**src/include/csf_pkg.sv**
```systemverilog
// Package with register map, field positions, reset values and mode encodings
package csf_pkg;
  // Register byte offsets
  localparam logic [7:0] CSF_OFF_MAIN_CONTROL = 8'h00;
  localparam logic [7:0] CSF_OFF_MAIN_STATUS = 8'h04;
  localparam logic [7:0] CSF_OFF_TRANSMIT_STATUS = 8'h08;
  localparam logic [7:0] CSF_OFF_EVENT_CONTROL = 8'h0C;
  // Reset values
  localparam logic [31:0] CSF_RST_MAIN_CONTROL = 32'h0000_0002;
  localparam logic [31:0] CSF_RST_MAIN_STATUS = 32'h0000_0C02;
  localparam logic [31:0] CSF_RST_TRANSMIT_STATUS = 32'h1C00_0000;
  // Main control fields
  localparam int CSF_BIT_INIT_REQUEST = 0;
  localparam int CSF_BIT_SLEEP_REQUEST = 1;
  localparam int CSF_BIT_AUTO_WAKE_SELECT = 5;
  // Main status fields
  localparam int CSF_BIT_INIT_ACK = 0;
  localparam int CSF_BIT_SLEEP_ACK = 1;
  localparam int CSF_BIT_ERROR_IRQ = 2;
  localparam int CSF_BIT_WAKE_IRQ = 3;
  localparam int CSF_BIT_SLEEP_ENTRY_IRQ = 4;
  localparam int CSF_BIT_TX_ACTIVE = 8;
  localparam int CSF_BIT_RX_ACTIVE = 9;
  localparam int CSF_BIT_RX_LAST_SAMPLE = 10;
  localparam int CSF_BIT_RX_PIN_LEVEL = 11;
  // Transmit status fields for mailbox 0
  localparam int CSF_BIT_MB0_REQUEST_DONE = 0;
  localparam int CSF_BIT_MB0_TX_OK = 1;
  localparam int CSF_BIT_MB0_ARB_LOST = 2;
  localparam int CSF_BIT_MB0_TX_FAIL = 3;
  // Event control register: software stand-in for a mailbox 0 transmit request
  localparam int CSF_BIT_MB0_TX_REQUEST = 0;
  // Read data of an unmapped address
  localparam logic [31:0] CSF_UNMAPPED_DATA = 32'h0000_0000;
  // Operating modes
  typedef enum logic [1:0] {
    CSF_MODE_SLEEP = 2'b00,
    CSF_MODE_INIT = 2'b01,
    CSF_MODE_NORMAL = 2'b10
  } csf_mode_t;
endpackage : csf_pkg

```
**src/hdl/csf_w1c_flag.sv**
```systemverilog
// Sticky status flag: hardware set, write-one clear, optional hardware clear
`timescale 1ns/1ps
`default_nettype none
module csf_w1c_flag (
  input wire logic i_clk_sys,
  input wire logic i_rstn,
  input wire logic i_ce,
  input wire logic i_set,
  input wire logic i_sw_clear,
  input wire logic i_hw_clear,
  output logic o_flag
);
  // Next value: set beats any clear so an event is never lost
  logic next_flag;
  assign next_flag = i_set | (o_flag & ~i_sw_clear & ~i_hw_clear);

  // Flag storage
  always_ff @(posedge i_clk_sys) begin
    if (!i_rstn) begin
      o_flag <= 1'b0;
    end else if (i_ce) begin
      o_flag <= next_flag;
    end
  end
endmodule : csf_w1c_flag
`default_nettype wire

```
**src/hdl/csf_status_flags.sv**
```systemverilog
// CAN status flag block with main status and mailbox 0 transmit status words
// Function
// - Init ack set only in initialization mode
// - Sleep ack high while in sleep mode
// - Error flag sticky, write one clears
// - Wake flag on start-of-frame during sleep
// - Sleep-entry flag set on entry, cleared leaving
// - Bit 8 shows transmission in progress
// - Bit 9 shows reception in progress
// - Bit 10 shows receive pin last sample
// - Bit 11 shows current receive pin level
// - Mailbox 0 request done on completion
// - New transmit request clears request done
// - Mailbox 0 success flag, write one clears
// - Mailbox 0 arbitration lost, write one clears
// - Mailbox 0 error flag, write one clears
// - Main status at 0x04, reset 0x00000C02
// - Transmit status at 0x08, reset 0x1C000000
// - Auto wake clears sleep request on activity
//
// Implementation choice: the Wishbone interface to the registers.
`timescale 1ns/1ps
`default_nettype none
module csf_status_flags (
  input wire logic i_clk_sys,
  input wire logic i_rstn,
  input wire logic i_ce,
  // Classic Wishbone slave
  input wire logic i_wb_cyc,
  input wire logic i_wb_stb,
  input wire logic i_wb_we,
  input wire logic [7:0] i_wb_adr,
  input wire logic [3:0] i_wb_sel,
  input wire logic [31:0] i_wb_dat,
  output logic [31:0] o_wb_dat,
  output logic o_wb_ack,
  // Events from the bit-stream engine
  input wire logic i_rx_pin,
  input wire logic i_sample_point,
  input wire logic i_tx_active,
  input wire logic i_rx_active,
  input wire logic i_error_event,
  input wire logic i_sof_detect,
  input wire logic i_mb0_done,
  input wire logic i_mb0_ok,
  input wire logic i_mb0_arb_lost,
  input wire logic i_mb0_fail,
  // Mode and transmit start outputs towards the engine
  output logic o_init_ack,
  output logic o_sleep_ack,
  output logic o_sleep_irq,
  output logic o_mb0_tx_start
);
  import csf_pkg::*;

  // Control and state registers
  logic init_request;                 // Software init request
  logic sleep_request;                // Software sleep request
  logic auto_wake_select;             // Hardware wake enable
  csf_mode_t mode;                    // Current operating mode
  logic rx_last_sample;               // Receive pin at last sample point
  logic rx_pin_level;                 // Receive pin registered level
  logic tx_active_flag;               // Transmitter busy
  logic rx_active_flag;               // Receiver busy
  logic mb0_request_done;             // Mailbox 0 request complete
  logic [31:0] next_rdata;            // Read mux result
  csf_mode_t next_mode;               // Mode transition result

  // Sticky flags built from the shared flag cell
  logic error_irq_flag;
  logic wake_irq_flag;
  logic sleep_entry_irq_flag;
  logic mb0_tx_ok;
  logic mb0_arb_lost;
  logic mb0_tx_fail;

  // Bus decode: request taken on the first cycle, ack the next
  wire bus_req = i_wb_cyc & i_wb_stb & ~o_wb_ack;
  wire bus_wr = bus_req & i_wb_we & i_wb_sel[0];
  wire sel_ctrl = (i_wb_adr == CSF_OFF_MAIN_CONTROL);
  wire sel_msts = (i_wb_adr == CSF_OFF_MAIN_STATUS);
  wire sel_txsts = (i_wb_adr == CSF_OFF_TRANSMIT_STATUS);
  wire sel_evctl = (i_wb_adr == CSF_OFF_EVENT_CONTROL);
  wire wr_ctrl = bus_wr & sel_ctrl;
  wire wr_msts = bus_wr & sel_msts;
  wire wr_txsts = bus_wr & sel_txsts;
  wire wr_evctl = bus_wr & sel_evctl;

  // Write-one-clear strobes, reserved bits ignored
  wire clr_err = wr_msts & i_wb_dat[CSF_BIT_ERROR_IRQ];
  wire clr_wake = wr_msts & i_wb_dat[CSF_BIT_WAKE_IRQ];
  wire clr_slp = wr_msts & i_wb_dat[CSF_BIT_SLEEP_ENTRY_IRQ];
  wire clr_done = wr_txsts & i_wb_dat[CSF_BIT_MB0_REQUEST_DONE];
  wire clr_ok = wr_txsts & i_wb_dat[CSF_BIT_MB0_TX_OK];
  wire clr_arb = wr_txsts & i_wb_dat[CSF_BIT_MB0_ARB_LOST];
  wire clr_fail = wr_txsts & i_wb_dat[CSF_BIT_MB0_TX_FAIL];

  // Accepted mailbox 0 transmit request
  wire tx_req = wr_evctl & i_wb_dat[CSF_BIT_MB0_TX_REQUEST];

  // Mode events
  wire in_sleep = (mode == CSF_MODE_SLEEP);
  wire wake_seen = in_sleep & i_sof_detect;
  wire auto_wake = wake_seen & auto_wake_select;
  wire enter_sleep = (next_mode == CSF_MODE_SLEEP) & ~in_sleep;
  wire leave_sleep = in_sleep & (next_mode != CSF_MODE_SLEEP);

  // Mode transitions from the request bits
  always_comb begin
    case (mode)
      CSF_MODE_SLEEP: begin
        if (init_request) begin
          next_mode = CSF_MODE_INIT;
        end else if (!sleep_request || auto_wake) begin
          next_mode = CSF_MODE_NORMAL;
        end else begin
          next_mode = CSF_MODE_SLEEP;
        end
      end
      CSF_MODE_INIT: begin
        if (!init_request && sleep_request) begin
          next_mode = CSF_MODE_SLEEP;
        end else if (!init_request) begin
          next_mode = CSF_MODE_NORMAL;
        end else begin
          next_mode = CSF_MODE_INIT;
        end
      end
      CSF_MODE_NORMAL: begin
        if (init_request) begin
          next_mode = CSF_MODE_INIT;
        end else if (sleep_request) begin
          next_mode = CSF_MODE_SLEEP;
        end else begin
          next_mode = CSF_MODE_NORMAL;
        end
      end
      default: begin
        next_mode = CSF_MODE_SLEEP;
      end
    endcase
  end

  // Main status word assembly, reserved bits zero
  wire [31:0] main_status = {20'h00000,
    rx_pin_level,
    rx_last_sample,
    rx_active_flag,
    tx_active_flag,
    3'h0,
    sleep_entry_irq_flag,
    wake_irq_flag,
    error_irq_flag,
    o_sleep_ack,
    o_init_ack};

  // Transmit status word: mailboxes empty bits fixed at their reset value
  wire [31:0] transmit_status = (CSF_RST_TRANSMIT_STATUS & 32'hFFFF_FFF0) |
    {28'h0000000, mb0_tx_fail, mb0_arb_lost, mb0_tx_ok, mb0_request_done};

  // Main control word readback
  wire [31:0] main_control = {26'h0000000, auto_wake_select, 3'h0,
    sleep_request, init_request};

  // Read mux
  always_comb begin
    if (sel_ctrl) begin
      next_rdata = main_control;
    end else if (sel_msts) begin
      next_rdata = main_status;
    end else if (sel_txsts) begin
      next_rdata = transmit_status;
    end else begin
      next_rdata = CSF_UNMAPPED_DATA;
    end
  end

  // Bus answer: one-cycle ack and registered read data
  always_ff @(posedge i_clk_sys) begin
    if (!i_rstn) begin
      o_wb_ack <= 1'b0;
      o_wb_dat <= 32'h0000_0000;
    end else if (i_ce) begin
      o_wb_ack <= bus_req;
      o_wb_dat <= bus_req ? next_rdata : 32'h0000_0000;
    end
  end

  // Control register and mode state
  always_ff @(posedge i_clk_sys) begin
    if (!i_rstn) begin
      init_request <= CSF_RST_MAIN_CONTROL[CSF_BIT_INIT_REQUEST];
      sleep_request <= CSF_RST_MAIN_CONTROL[CSF_BIT_SLEEP_REQUEST];
      auto_wake_select <= CSF_RST_MAIN_CONTROL[CSF_BIT_AUTO_WAKE_SELECT];
      mode <= CSF_MODE_SLEEP;
    end else if (i_ce) begin
      mode <= next_mode;
      if (wr_ctrl) begin
        init_request <= i_wb_dat[CSF_BIT_INIT_REQUEST];
        auto_wake_select <= i_wb_dat[CSF_BIT_AUTO_WAKE_SELECT];
      end
      // Hardware clear on auto wake wins over a software write
      if (auto_wake) begin
        sleep_request <= 1'b0;
      end else if (wr_ctrl) begin
        sleep_request <= i_wb_dat[CSF_BIT_SLEEP_REQUEST];
      end
    end
  end

  // Mode acknowledges and receive pin status, all registered
  always_ff @(posedge i_clk_sys) begin
    if (!i_rstn) begin
      o_init_ack <= CSF_RST_MAIN_STATUS[CSF_BIT_INIT_ACK];
      o_sleep_ack <= CSF_RST_MAIN_STATUS[CSF_BIT_SLEEP_ACK];
      rx_last_sample <= CSF_RST_MAIN_STATUS[CSF_BIT_RX_LAST_SAMPLE];
      rx_pin_level <= CSF_RST_MAIN_STATUS[CSF_BIT_RX_PIN_LEVEL];
      tx_active_flag <= 1'b0;
      rx_active_flag <= 1'b0;
      o_mb0_tx_start <= 1'b0;
    end else if (i_ce) begin
      o_init_ack <= (next_mode == CSF_MODE_INIT);
      o_sleep_ack <= (next_mode == CSF_MODE_SLEEP);
      rx_pin_level <= i_rx_pin;
      if (i_sample_point) begin
        rx_last_sample <= i_rx_pin;
      end
      tx_active_flag <= i_tx_active;
      rx_active_flag <= i_rx_active;
      o_mb0_tx_start <= tx_req;
    end
  end

  // Request-complete flag: set on done, cleared by new request or write one
  always_ff @(posedge i_clk_sys) begin
    if (!i_rstn) begin
      mb0_request_done <= CSF_RST_TRANSMIT_STATUS[CSF_BIT_MB0_REQUEST_DONE];
    end else if (i_ce) begin
      if (i_mb0_done) begin
        mb0_request_done <= 1'b1;
      end else if (tx_req || clr_done) begin
        mb0_request_done <= 1'b0;
      end
    end
  end

  // Sleep interrupt output mirrors the sleep-entry flag
  always_ff @(posedge i_clk_sys) begin
    if (!i_rstn) begin
      o_sleep_irq <= 1'b0;
    end else if (i_ce) begin
      o_sleep_irq <= enter_sleep | (sleep_entry_irq_flag & ~clr_slp & ~leave_sleep);
    end
  end

  // Error interrupt flag
  csf_w1c_flag u_err (.i_clk_sys(i_clk_sys), .i_rstn(i_rstn), .i_ce(i_ce),
    .i_set(i_error_event), .i_sw_clear(clr_err), .i_hw_clear(1'b0),
    .o_flag(error_irq_flag));
  // Wake-up interrupt flag
  csf_w1c_flag u_wake (.i_clk_sys(i_clk_sys), .i_rstn(i_rstn), .i_ce(i_ce),
    .i_set(wake_seen), .i_sw_clear(clr_wake), .i_hw_clear(1'b0),
    .o_flag(wake_irq_flag));
  // Sleep-entry flag with hardware clear on leaving sleep
  csf_w1c_flag u_slp (.i_clk_sys(i_clk_sys), .i_rstn(i_rstn), .i_ce(i_ce),
    .i_set(enter_sleep), .i_sw_clear(clr_slp), .i_hw_clear(leave_sleep),
    .o_flag(sleep_entry_irq_flag));
  // Mailbox 0 success flag
  csf_w1c_flag u_ok (.i_clk_sys(i_clk_sys), .i_rstn(i_rstn), .i_ce(i_ce),
    .i_set(i_mb0_ok), .i_sw_clear(clr_ok), .i_hw_clear(1'b0),
    .o_flag(mb0_tx_ok));
  // Mailbox 0 arbitration-lost flag
  csf_w1c_flag u_arb (.i_clk_sys(i_clk_sys), .i_rstn(i_rstn), .i_ce(i_ce),
    .i_set(i_mb0_arb_lost), .i_sw_clear(clr_arb), .i_hw_clear(1'b0),
    .o_flag(mb0_arb_lost));
  // Mailbox 0 transmit-error flag
  csf_w1c_flag u_fail (.i_clk_sys(i_clk_sys), .i_rstn(i_rstn), .i_ce(i_ce),
    .i_set(i_mb0_fail), .i_sw_clear(clr_fail), .i_hw_clear(1'b0),
    .o_flag(mb0_tx_fail));
endmodule : csf_status_flags
`default_nettype wire

```
**config.mk**
```make
export PLATFORM = sky130hd
export DESIGN_NAME = csf_status_flags
export DESIGN_NICKNAME = d
export VERILOG_FILES = /design/src/include/csf_pkg.sv /design/src/hdl/csf_w1c_flag.sv /design/src/hdl/csf_status_flags.sv
export SDC_FILE = /design/constraint.sdc
export NUM_CORES = 1
export LEC_CHECK = 0
export ABC_AREA = 1
export BUFFER_PORTS_ARGS = -buffer_cell sky130_fd_sc_hd__buf_4
export CORE_MARGIN = 8
export CORE_UTILIZATION = 39
export CTS_CLUSTER_SIZE = 30
export DETAILED_ROUTE_END_ITERATION = 10
export GPL_ROUTABILITY_DRIVEN = 0
export MAX_ROUTING_LAYER = met4
export PLACE_DENSITY_LB_ADDON = 0.08
export SETUP_SLACK_MARGIN = 0.4
export SYNTH_ARGS = -nofsm -noshare
export SYNTH_HDL_FRONTEND = slang
export SYNTH_SLANG_ARGS = --single-unit
```
**constraint.sdc**
```tcl
create_clock -name i_clk_sys -period 1 [get_ports i_clk_sys]
set_input_delay 0.1 -clock i_clk_sys [delete_from_list [all_inputs] [get_ports i_clk_sys]]
set_output_delay 0.1 -clock i_clk_sys [all_outputs]
set_load 0.01 [all_outputs]
```
* Word-level counts from Yosys, hierarchy flattened
Cells that the tools add are included. W data, S select, Z words.
Cells by class: equal/unequal tests 6, mux-type cells 15, bitwise logic cells 42, reductions and logical operators 15
Operator list (number):
- $mux W29 | 3
- $mux W32 | 1
- $and A1 B1 Y1 | 27
- $eq A8 B4 Y1 const B | 2
- $mux W2 | 6
- $not A1 Y1 | 9
- $eq A8 B3 Y1 const B | 1
- $logic_not A8 Y1 | 1
- $reduce_and A2 Y1 | 4
- $or A1 B1 Y1 | 6
- $pmux W2 S3 | 1
- $reduce_bool A2 Y1 | 3
- $eq A2 B1 Y1 const B | 2
- $logic_not A2 Y1 | 2
- $mux W1 | 4
- $eq A2 B2 Y1 const B | 1
- $logic_not A1 Y1 | 2
- $logic_or A1 B1 Y1 | 2
- $logic_and A1 B1 Y1 | 1
Storage, ports and cells: logic and storage cells 98, register bits after elaboration 52, bits of input ports 60, output and inout port bits 37

* Depth between registers and ports, before layout
Gate-level depths: netlist of run 1.
depth after elaboration 12, mapped depth 9, mapped depth without buffers 9

* By module
Synthesis of run 1 repeated with hierarchy kept, for this count alone.
Second synthesis, totals: cell total of the unflattened synthesis 230, area total of the unflattened synthesis 1679.1 um2
Modules (own cells, without submodules):
- csf_status_flags | cells each 194, times used 1, sequential area each 520.5 um2, area each 1408.9 um2
- csf_w1c_flag | cells each 6, times used 6, sequential area each 20.0 um2, area each 45.0 um2

* Worst setup path before layout of run 1
Ideal clock, no wire load.
path type register -> register, start register o_wb_ack, end register o_sleep_irq, path buffers 0, library setup time 0.132 ns, path slack -0.117 ns, data required time 0.868 ns, arrival 0.985 ns, clock period less this slack 1.117 ns, stages on the path, launching flop included 7, cell sequence dfxtp_1 > nor3_4 > nand3_1 > nand2_1 > nand2_1 > nand2_1 > a21oi_1
On the way: word-level cells in the longest chain between the ends 10
Ends and longest elaborated chain:
- start: declaration | line csf_status_flags.sv:36 | output logic o_wb_ack,
- start signal: assignment | line csf_status_flags.sv:184 | o_wb_ack <= bus_req;
- $not A1 Y1 | line csf_status_flags.sv:78 | wire bus_req = i_wb_cyc & i_wb_stb & ~o_wb_ack;
- $and A1 B1 Y1 | line csf_status_flags.sv:78
- $and A1 B1 Y1 (2 in a row) | line csf_status_flags.sv:79 | wire bus_wr = bus_req & i_wb_we & i_wb_sel[0];
- $and A1 B1 Y1 | line csf_status_flags.sv:85 | wire wr_msts = bus_wr & sel_msts;
- $and A1 B1 Y1 | line csf_status_flags.sv:92 | wire clr_slp = wr_msts & i_wb_dat[CSF_BIT_SLEEP_ENTRY_IRQ];
- $not A1 Y1 | line csf_status_flags.sv:252 | o_sleep_irq <= enter_sleep | (sleep_entry_irq_flag & ~clr_slp & ~leave_sleep);
- $and A1 B1 Y1 (2 in a row) | line csf_status_flags.sv:252
- $or A1 B1 Y1 | line csf_status_flags.sv:252
- end signal: assignment | line csf_status_flags.sv:252
- end: declaration | line csf_status_flags.sv:51 | output logic o_sleep_irq,
No other way between the ends. A chain may end at the register's enable or synchronous reset.

* Worst setup path after layout of run 1
start register o_wb_ack, end register o_wb_dat[11]
On the way: word-level cells in the longest chain between the ends 3
Ends and longest elaborated chain:
- $not A1 Y1 | line csf_status_flags.sv:78
- $and A1 B1 Y1 | line csf_status_flags.sv:78
- $mux W32 | line csf_status_flags.sv:185 | o_wb_dat <= bus_req ? next_rdata : 32'h0000_0000;
- end signal: assignment | line csf_status_flags.sv:185
- end: declaration | line csf_status_flags.sv:35 | output logic [31:0] o_wb_dat,
No other way between the ends.

==> flow_summary.yaml, run 1 <==
yosys:
  yosysMostFrequentCell: "nand2_1"
  synthTopCellsByArea: "dfxtp_1 (38%), nand2_1 (13%), buf_4 (10%)"
  yosysSeqAreaShare: 0.380
  synthesis.area_um2: 1630
  postSynthCellCount: 221
  yosysWarningCount: 0
  avgSynthCellArea_um2: 7.39
  ys.flop_type: "dfxtp_1"
  async_reset_ff_frac: 0
  synth_edf_count: 0
  ys_ff_latch: 31
  synth_top_area_cell: "dfxtp_1"
  ys_top_cells_by_count: "nand2_1 (57), a21oi_1 (31), dfxtp_1 (31)"
  yosysTopAreaCellShare: 0.380
  synth_cell_types: 24
die:
  die_w_um: 80.7
  ios: 97
  core_area_um2: 4030
  die_h_um: 80.7
  initial_utilization: 0.405
  dieArea_um2: 6510
  rows: 23
power:
  power.switching_w: 0.000724
  power_density_nw_per_um2: 1090
  finalPower_w: 0.00281
  clock_power_share: 0.391
  intPower_w: 0.00209
  vdd_ir_drop_max_v: 0.000762
  comb_power_share: 0.149
  leakage_nw: 1.17
  switching_share: 0.257
  seqPwrFrac: 0.459
clock_network:
  cts.sinks: 31
  path_clk_slew_ns: 0.07
  root_buffer: "clkbuf_8"
  cts_buffers: 5
  cts_max_path_buffers: 2
  cts_tree: "done"
  worstSkewPairLatency_ns: 0.29
  htreeDepth: 2
  hold_buffers: 0
global_routing:
  track_usage: 0.150
  grt_max_degree: 23
  first_global_vias: 1624
  grt_pass1_wl_mm: 7.38
  grt_overflow: 0
  grt_antenna_before_repair: 0
timing:
  hold_viol_final: 0
  setup_viol: 24
  fin_crit_ns: 1.15
  report.final.slew_viol_count: 0
  period_share: 1.15
  fmax_ghz: 0.873
  setup_tns_ns: -1.95
  worst_slack_ns: -0.145
  rsz0062_at_grt: "yes"
  clock_skew_ns: 0.00670
final_layout:
  drive_above_1_share: 0.525
  area_growth_pct: 57.5
  antenna_cells: 0
  nNetsFinal: 358
worst_setup_path:
  cp.arrival_ns: 1.36
  r2r-start: "o_wb_ack"
  crit_path_end_kind: "flop"
  reg2regPathDepth: 6
  cp_max_fo: 5
  path_class: "reg2reg"
  r2r_end: "o_wb_dat[11]"
  cp_data_required_time_ns: 1.22
  ff2ff_setup_slack_ns: -0.15
  crit_end: "o_wb_dat[11]"
  crit_start: "o_wb_ack"
  cp-start-kind: "flop"
placement:
  dpl.hpwl_mm: 3.37
  place.port_buffers: 48
  preCtsSetupSlack_ns: -0.159
worst_hold_path:
  min_from: "i_rx_pin"
  hp-class: "in2reg"
outcome:
  status: "finished with violations"
  violations: "setup timing"
routing:
  wl_per_cell_um: 13.0
  drt-pass1-iter-count: 4
  drc_errors: 0
  via_count: 1598
  drtIter0Drc: 81
  vias_per_cell: 4.58
  drtAntennaViolNets: 0
  routed_wl_mm: 4.53
job:
  drv_cap: 0
sequential cells by signal (all words and copies together) (netlist names):
name              count
o_init_ack            1
tx_active_flag        1
sleep_request         1
u_err.o_flag          1
rx_last_sample        1
rx_active_flag        1
mb0_request_done      1
o_mb0_tx_start        1
u_fail.o_flag         1
u_ok.o_flag           1
o_sleep_ack           1
u_arb.o_flag          1
o_wb_dat             11
mode                  2
rx_pin_level          1
u_wake.o_flag         1
auto_wake_select      1
o_wb_ack              1
o_sleep_irq           1
init_request          1
per-stage QoR:
step	instances	instance area, um2	hold slack (ns)	utilization
after floorplan	239	1750	0.226	-
after global placement	334	2150	0.327	0.534
after detailed placement	334	2150	0.332	0.534
after CTS	347	2470	0.0343	0.612
after global routing	349	2570	0.0384	0.639
final	349	2570	0.0360	0.639
logic make-up after synthesis:
family,count (synthesis),share of synthesized area
buffers and inverters,45,0.162
and+or+nand+nor,99,0.313
DFF,31,0.380
other,1,0.00230
AOI/OAI and AO/OA,45,0.143
cell usage in the layout (no fill, tap or decap):
master    netlist  layout
nor4_4          2       2
nand2_1        57      51
nor3_4          1       1
a21oi_1        31      19
inv_1          13      11
dfxtp_2         0      15
inv_2           3       4
dfxtp_4         0       4
dfxtp_1        31      12
inv_6           0       1
buf_4          22      54
clkbuf_8        0       7
buf_12          0       1
nand3b_1        1       1
conb_1          1      19
nor2_1         15      12
nor2_4          4       7
o21ai_2         0       8
buf_6           1      25
clkbuf_1        2       1
nand2_2         2       4
nand2_4         0       4
nand4_1         2       2
o211ai_2        1       1
clkinv_2        1       1
nand3_1        12       9
a21oi_2         0      12
o21ai_0        10       2
nand3_4         2       4
o21ai_1         3       3
nand3_2         1       2
worst max-delay path, cell delays in order (launching register included):
cell and delay, ns:
dfxtp_4 0.37, nor2_4 0.10, nand2_2 0.07, nor4_4 0.17
buf_4 0.19, nand2_1 0.06, a21oi_2 0.11
power groups by stage:
stage / clock network, W / logic [W] / registers (W)
after CTS: 0.00112 / 0.000399 / 0.00129
after detailed placement: 0 / 0.000367 / 0.00132
final: 0.00110 / 0.000420 / 0.00129
after global placement: 0 / 0.000366 / 0.00132
after global routing: 0.00119 / 0.000461 / 0.00130
after floorplan: 0 / 0.000248 / 0.00132
per-layer routing:
layer,share of wire,up-vias,track usage
li1,-,828,-
met3,0.068,5,0.0469
met4,0.011,0,0.0429
met1,0.42,720,0.167
met5,0,-,-
met2,0.50,45,0.250
worst min path at each step:
stage	to	depth (start not counted)
global placement	rx_active_flag	3
finish	rx_pin_level	3
CTS	rx_pin_level	3
global route	tx_active_flag	3
detailed placement	rx_pin_level	3
floorplan	rx_pin_level	2
layout make-up:
| cell class | instances | area, um2 |
|---|---|---|
| Clock buffer | 8 | 100 |
| Fill cell | 374 | 1460 |
| Inverter | 17 | 70.1 |
| Multi-Input combinational cell | 163 | 978 |
| Sequential cell | 31 | 654 |
| Tap cell | 50 | 62.6 |
| Timing Repair Buffer | 80 | 707 |
repair_timing:
action | in CTS | in global routing
setup endpoints to repair | 47 | 46
resized for setup | 57 | 25
pin swaps | 12 | 15
setup buffers | 5 | 2
No activity file was read; power rests on OpenSTA's default activity.
==> run 2: changes to the inputs <==
- GPL_ROUTABILITY_DRIVEN: 0 -> 1
- SYNTH_HIERARCHICAL: default -> 1
==> flow_summary.yaml, run 2 <==
clock_network:
  cts_max_path_buffers: 2
  cts.sinks: 32
  htreeDepth: 2
  root_buffer: "clkbuf_8"
  path_clk_slew_ns: 0.07
  cts_tree: "done"
  cts_buffers: 5
  hold_buffers: 0
  worstSkewPairLatency_ns: 0.29
worst_setup_path:
  cp_max_fo: 6
  path_class: "reg2reg"
  r2r-start: "o_wb_ack"
  cp_data_required_time_ns: 1.19
  cp-start-kind: "flop"
  crit_path_end_kind: "flop"
  reg2regPathDepth: 8
  cp.arrival_ns: 1.44
  r2r_end: "u_slp/o_flag"
  ff2ff_setup_slack_ns: -0.25
outcome:
  violations: "setup timing"
  status: "finished with violations"
yosys:
  synth_xor_area_frac: 0
  synth_cell_types: 25
  synth_mux_area_frac: 0
  ys_ff_latch: 32
  postSynthCellCount: 230
  synth_top_area_cell: "dfxtp_1"
  avgSynthCellArea_um2: 7.30
  yosys.area_share.simple: 0.294
  yosysSeqAreaShare: 0.382
  ys_top_cells_by_count: "nand2_1 (54), dfxtp_1 (32), a21oi_1 (23)"
  synth_edf_count: 0
  yosysTopAreaCellShare: 0.382
  synthesis.area_um2: 1680
  yosysWarningCount: 6
  yosysMostFrequentCell: "nand2_1"
  ys.flop_type: "dfxtp_1"
  synth_compound_area_frac: 0.163
  synthTopCellsByArea: "dfxtp_1 (38%), nand2_1 (12%), buf_4 (9.4%)"
  async_reset_ff_frac: 0
  synth_top_family_by_area: "simple AND/OR/NAND/NOR gates"
  synthAdderAreaFrac: 0
final_layout:
  nNetsFinal: 375
  reg_top3: "o_wb_dat x11, mode x2"
  final_common_cell: "buf_4"
  area_growth_pct: 61.9
  fin_cells: 368
  design_area_um2: 2720
  mostFrequentLayoutCells: "buf_4 (55), nand2_1 (47), conb_1 (24), buf_6 (23), a21oi_2 (22)"
  regMostFlops: "o_wb_dat"
  drive_above_1_share: 0.541
  antenna_cells: 0
  largest_reg_flops: 11
timing:
  period_share: 1.25
  hold_viol_final: 0
  report.final.slew_viol_count: 0
  fmax_ghz: 0.803
  setup_viol: 26
  worst_slack_ns: -0.246
  rsz0062_at_grt: "yes"
  fin_crit_ns: 1.25
  clock_skew_ns: 0.00563
  hold_ws_ns: 0.0275
routing:
  drc_errors: 0
  routed_wl_mm: 4.88
  vias_per_cell: 4.64
  wl_per_cell_um: 13.3
  drtAntennaViolNets: 0
  drtIter0Drc: 86
  via_count: 1708
  drt-pass1-iter-count: 4
die:
  dieArea_um2: 6660
  core_area_um2: 4260
  initial_utilization: 0.394
  die_w_um: 81.6
  ios: 97
  die_h_um: 81.6
  rows: 24
power:
  finalPower_w: 0.00301
  power.switching_w: 0.000772
  vdd_ir_drop_max_v: 0.000732
  clock_power_share: 0.413
  leakage_nw: 1.23
  intPower_w: 0.00224
  comb_power_share: 0.147
  seqPwrFrac: 0.440
  power_density_nw_per_um2: 1110
  switching_share: 0.256
worst_hold_path:
  min_from: "i_rx_pin"
  min_to: "rx_pin_level"
  hold_depth: 3
  hp-class: "in2reg"
placement:
  dpl.hpwl_mm: 3.42
  dpl_cell_area_um2: 2260
  preCtsSetupSlack_ns: -0.222
  gp_congestion: 0.806
  dp.cells: 353
  place.port_buffers: 48
job:
  drv_cap: 0
global_routing:
  grt_overflow: 0
  track_usage: 0.159
  grt_pass1_wl_mm: 7.87
  grt_antenna_before_repair: 0
  first_global_vias: 1633
  grt_max_degree: 16
run 2: cell types whose count changed after synthesis, moves of 3 or more:
| cell | delta |
|---|---|
| nand3_1 | +9 |
| inv_2 | -3 |
| nor2_2 | +6 |
| o21ai_1 | +3 |
| nand2_1 | -3 |
| inv_1 | +8 |
| o21ai_0 | -5 |
| a21oi_1 | -8 |
| a21oi_2 | +8 |
run 2: timing repair:
action	in CTS	in global routing
cloned	1	0
buffers inserted	4	2
setup endpoints to repair	48	48
pin swaps	12	18
gates resized for setup	55	36
run 2: how the worst max path moves through the flow:
stage / end / slack (ns) / depth (start not counted) / startpoint
floorplan: u_ok/o_flag / -0.15 / 8 / o_wb_ack
global placement: u_wake/o_flag / -0.23 / 8 / o_wb_ack
detailed placement: u_wake/o_flag / -0.22 / 8 / o_wb_ack
CTS: u_ok/o_flag / -0.21 / 8 / o_wb_ack
global route: u_wake/o_flag / -0.33 / 8 / o_wb_ack
finish: u_slp/o_flag / -0.25 / 8 / o_wb_ack
run 2: worst max-delay path: stages (launching register included):
cell and delay, ns:
dfxtp_2 0.33, nor2_4 0.09, nand2_2 0.07, nor2_4 0.24, nand3_1 0.15, inv_1 0.07
o21ai_1 0.07, nand2_1 0.08, a21oi_2 0.05
run 2: cells by family (layout without fill, tap and decap cells):
family,after synthesis,count (layout)
and+or+nand+nor,103,104
AOI/OAI and AO/OA,46,46
other,1,24
DFF,32,32
buffers and inverters,48,110
run 2: area by class of cell:
| cell class | instances | area (um2) |
|---|---|---|
| Clock buffer | 6 | 72.6 |
| Clock inverter | 2 | 35.0 |
| Fill cell | 402 | 1550 |
| Inverter | 22 | 83.8 |
| Multi-Input combinational cell | 174 | 1070 |
| Sequential cell | 32 | 679 |
| Tap cell | 52 | 65.1 |
| Timing Repair Buffer | 80 | 712 |
run 2: metrics by stage:
step | util | TNS [ns]
after global routing | 0.638 | -6.06
after floorplan | - | -1.52
after detailed placement | 0.530 | -3.95
after global placement | 0.530 | -4.02
after CTS | 0.604 | -3.54
final | 0.638 | -4.04
run 2: power by group through the flow:
| stage | Sequential [W] | Clock, W | Combinational, W |
|---|---|---|---|
| 2_1_floorplan | 0.00136 | 0 | 0.000237 |
| 3_3_place_gp | 0.00136 | 0 | 0.000392 |
| 3_5_place_dp | 0.00136 | 0 | 0.000393 |
| 4_1_cts | 0.00133 | 0.00127 | 0.000420 |
| 5_1_grt | 0.00133 | 0.00134 | 0.000484 |
| 6_report | 0.00133 | 0.00124 | 0.000442 |
run 2: layer usage:
metal	GRT usage	wire length, um	up-vias
met1	0.200	2200	789
met5	-	0	-
li1	-	-	872
met2	0.240	2360	42
met3	0.0405	255	5
met4	0.0579	66	0
==> run 3: changes to the inputs <==
- RECOVER_POWER: default -> 50
==> flow_summary.yaml, run 3 (synthesized netlist as in run 2, its figures left out) <==
final_layout:
  final_common_cell: "buf_4"
  antenna_cells: 0
  mostFrequentLayoutCells: "buf_4 (55), nand2_1 (47), conb_1 (24), buf_6 (23), a21oi_2 (21)"
  design_area_um2: 2700
  largest_reg_flops: 11
  final_core_util: 0.634
  nNetsFinal: 375
  regMostFlops: "o_wb_dat"
  drive_above_1_share: 0.509
  reg_top3: "o_wb_dat x11, mode x2"
  area_growth_pct: 61.0
worst_setup_path:
  cp_data_required_time_ns: 1.19
  path_class: "reg2reg"
  ff2ff_setup_slack_ns: -0.24
  max_stage_delay_ns: 0.33
  crit_start: "o_wb_ack"
  worstPathBufferInverterCount: 1
  crit_path_end_kind: "flop"
  r2r_end: "u_slp/o_flag"
  worstSetupPathDepth: 8
  reg2regPathDepth: 8
  crit_end: "u_slp/o_flag"
  cp_max_fo: 6
  cp_slowest_cell: "dfxtp_2"
  critical_path.top_delay_family: "simple AND/OR/NAND/NOR gates"
  cp_common_cell: "nor2_4"
  worstPathCellList: "nor2_4 > nand2_2 > nor2_4 > nand3_1 > inv_1 > o21ai_1 > nand2_1 > a21oi_2"
  cp-start-kind: "flop"
  cp.arrival_ns: 1.43
  r2r-start: "o_wb_ack"
placement:
  gp_congestion: 0.806
  place.port_buffers: 48
  preCtsSetupSlack_ns: -0.222
  dpl_cell_area_um2: 2260
  dpl.hpwl_mm: 3.42
global_routing:
  first_global_vias: 1633
  grt_pass1_wl_mm: 7.87
  grt_max_degree: 16
  grt_overflow: 0
  track_usage: 0.159
  grt_antenna_before_repair: 0
clock_network:
  hold_buffers: 0
  cts_buffers: 5
  htreeDepth: 2
  cts_max_path_buffers: 2
  worstSkewPairLatency_ns: 0.29
  path_clk_slew_ns: 0.07
  cts.sinks: 32
  root_buffer: "clkbuf_8"
  cts_tree: "done"
timing:
  setup_tns_ns: -4.03
  fin_crit_ns: 1.24
  clock_skew_ns: 0.00556
  rsz0062_at_grt: "yes"
  hold_viol_final: 0
  fmax_ghz: 0.804
  setup_viol: 26
  worst_slack_ns: -0.243
  report.final.slew_viol_count: 0
  period_share: 1.24
job:
  drv_cap: 0
routing:
  vias_per_cell: 4.66
  drt-pass1-iter-count: 4
  via_count: 1715
  drtIter0Drc: 90
  wl_per_cell_um: 13.3
  drtAntennaViolNets: 0
  drc_errors: 0
  routed_wl_mm: 4.89
die:
  initial_utilization: 0.394
  die_h_um: 81.6
  die_w_um: 81.6
  dieArea_um2: 6660
  ios: 97
  rows: 24
  core_area_um2: 4260
power:
  power_density_nw_per_um2: 1110
  leakage_nw: 1.23
  vdd_ir_drop_max_v: 0.000723
  finalPower_w: 0.00301
outcome:
  violations: "setup timing"
  status: "finished with violations"
worst_hold_path:
  hp-class: "in2reg"
run 3: cell counts in the layout (fill, tap and decap cells not counted):
Identical to the previous run, type by type.
run 3: worst min path at each step:
stage | depth (start not counted) | from | slack [ns] | endpoint
finish | 3 | i_rx_pin | 0.03 | rx_pin_level
global route | 3 | i_rx_active | 0.02 | rx_active_flag
CTS | 3 | i_rx_pin | 0.02 | rx_pin_level
detailed placement | 3 | i_rx_pin | 0.33 | rx_pin_level
global placement | 3 | i_rx_pin | 0.33 | rx_pin_level
floorplan | 1 | i_rstn | 0.17 | sleep_request
run 3: where the power goes:
group	switching, W	total, W	internal (W)
Combinational	0.000241	0.000442	0.000201
Clock	0.000501	0.00124	0.000739
Sequential	0.0000257	0.00133	0.00130
Total	0.000767	0.00301	0.00224
run 3: stage by stage:
stage,hold WS [ns],instances
after CTS,0.0235,366
after detailed placement,0.330,353
after global routing,0.0196,368
after floorplan,0.170,253
after global placement,0.325,353
final,0.0290,368
run 3: what timing repair did:
item,in CTS,in global routing
gates cloned,1,0
gates resized for setup,55,36
setup endpoints to repair,48,48
pin swaps,12,18
buffers inserted,4,2
run 3: metal layers:
| layer | vias to the layer above | part of all wire | GRT usage |
|---|---|---|---|
| met5 | - | 0 | - |
| met4 | 0 | 0.014 | 0.0579 |
| met3 | 5 | 0.059 | 0.0405 |
| met2 | 44 | 0.48 | 0.240 |
| met1 | 793 | 0.44 | 0.200 |
| li1 | 873 | - | - |
run 3: final cells by class:
type,instances,area (um2)
Fill cell,409,1560
Clock inverter,2,35.0
Timing Repair Buffer,80,712
Inverter,22,83.8
Multi-Input combinational cell,174,1070
Sequential cell,32,668
Tap cell,52,65.1
Clock buffer,6,72.6
run 3: tightest hold or removal path, cell delays in order:
cell,delay (ns)
buf_4,0.08
nand2_1,0.04
nand3_1,0.06
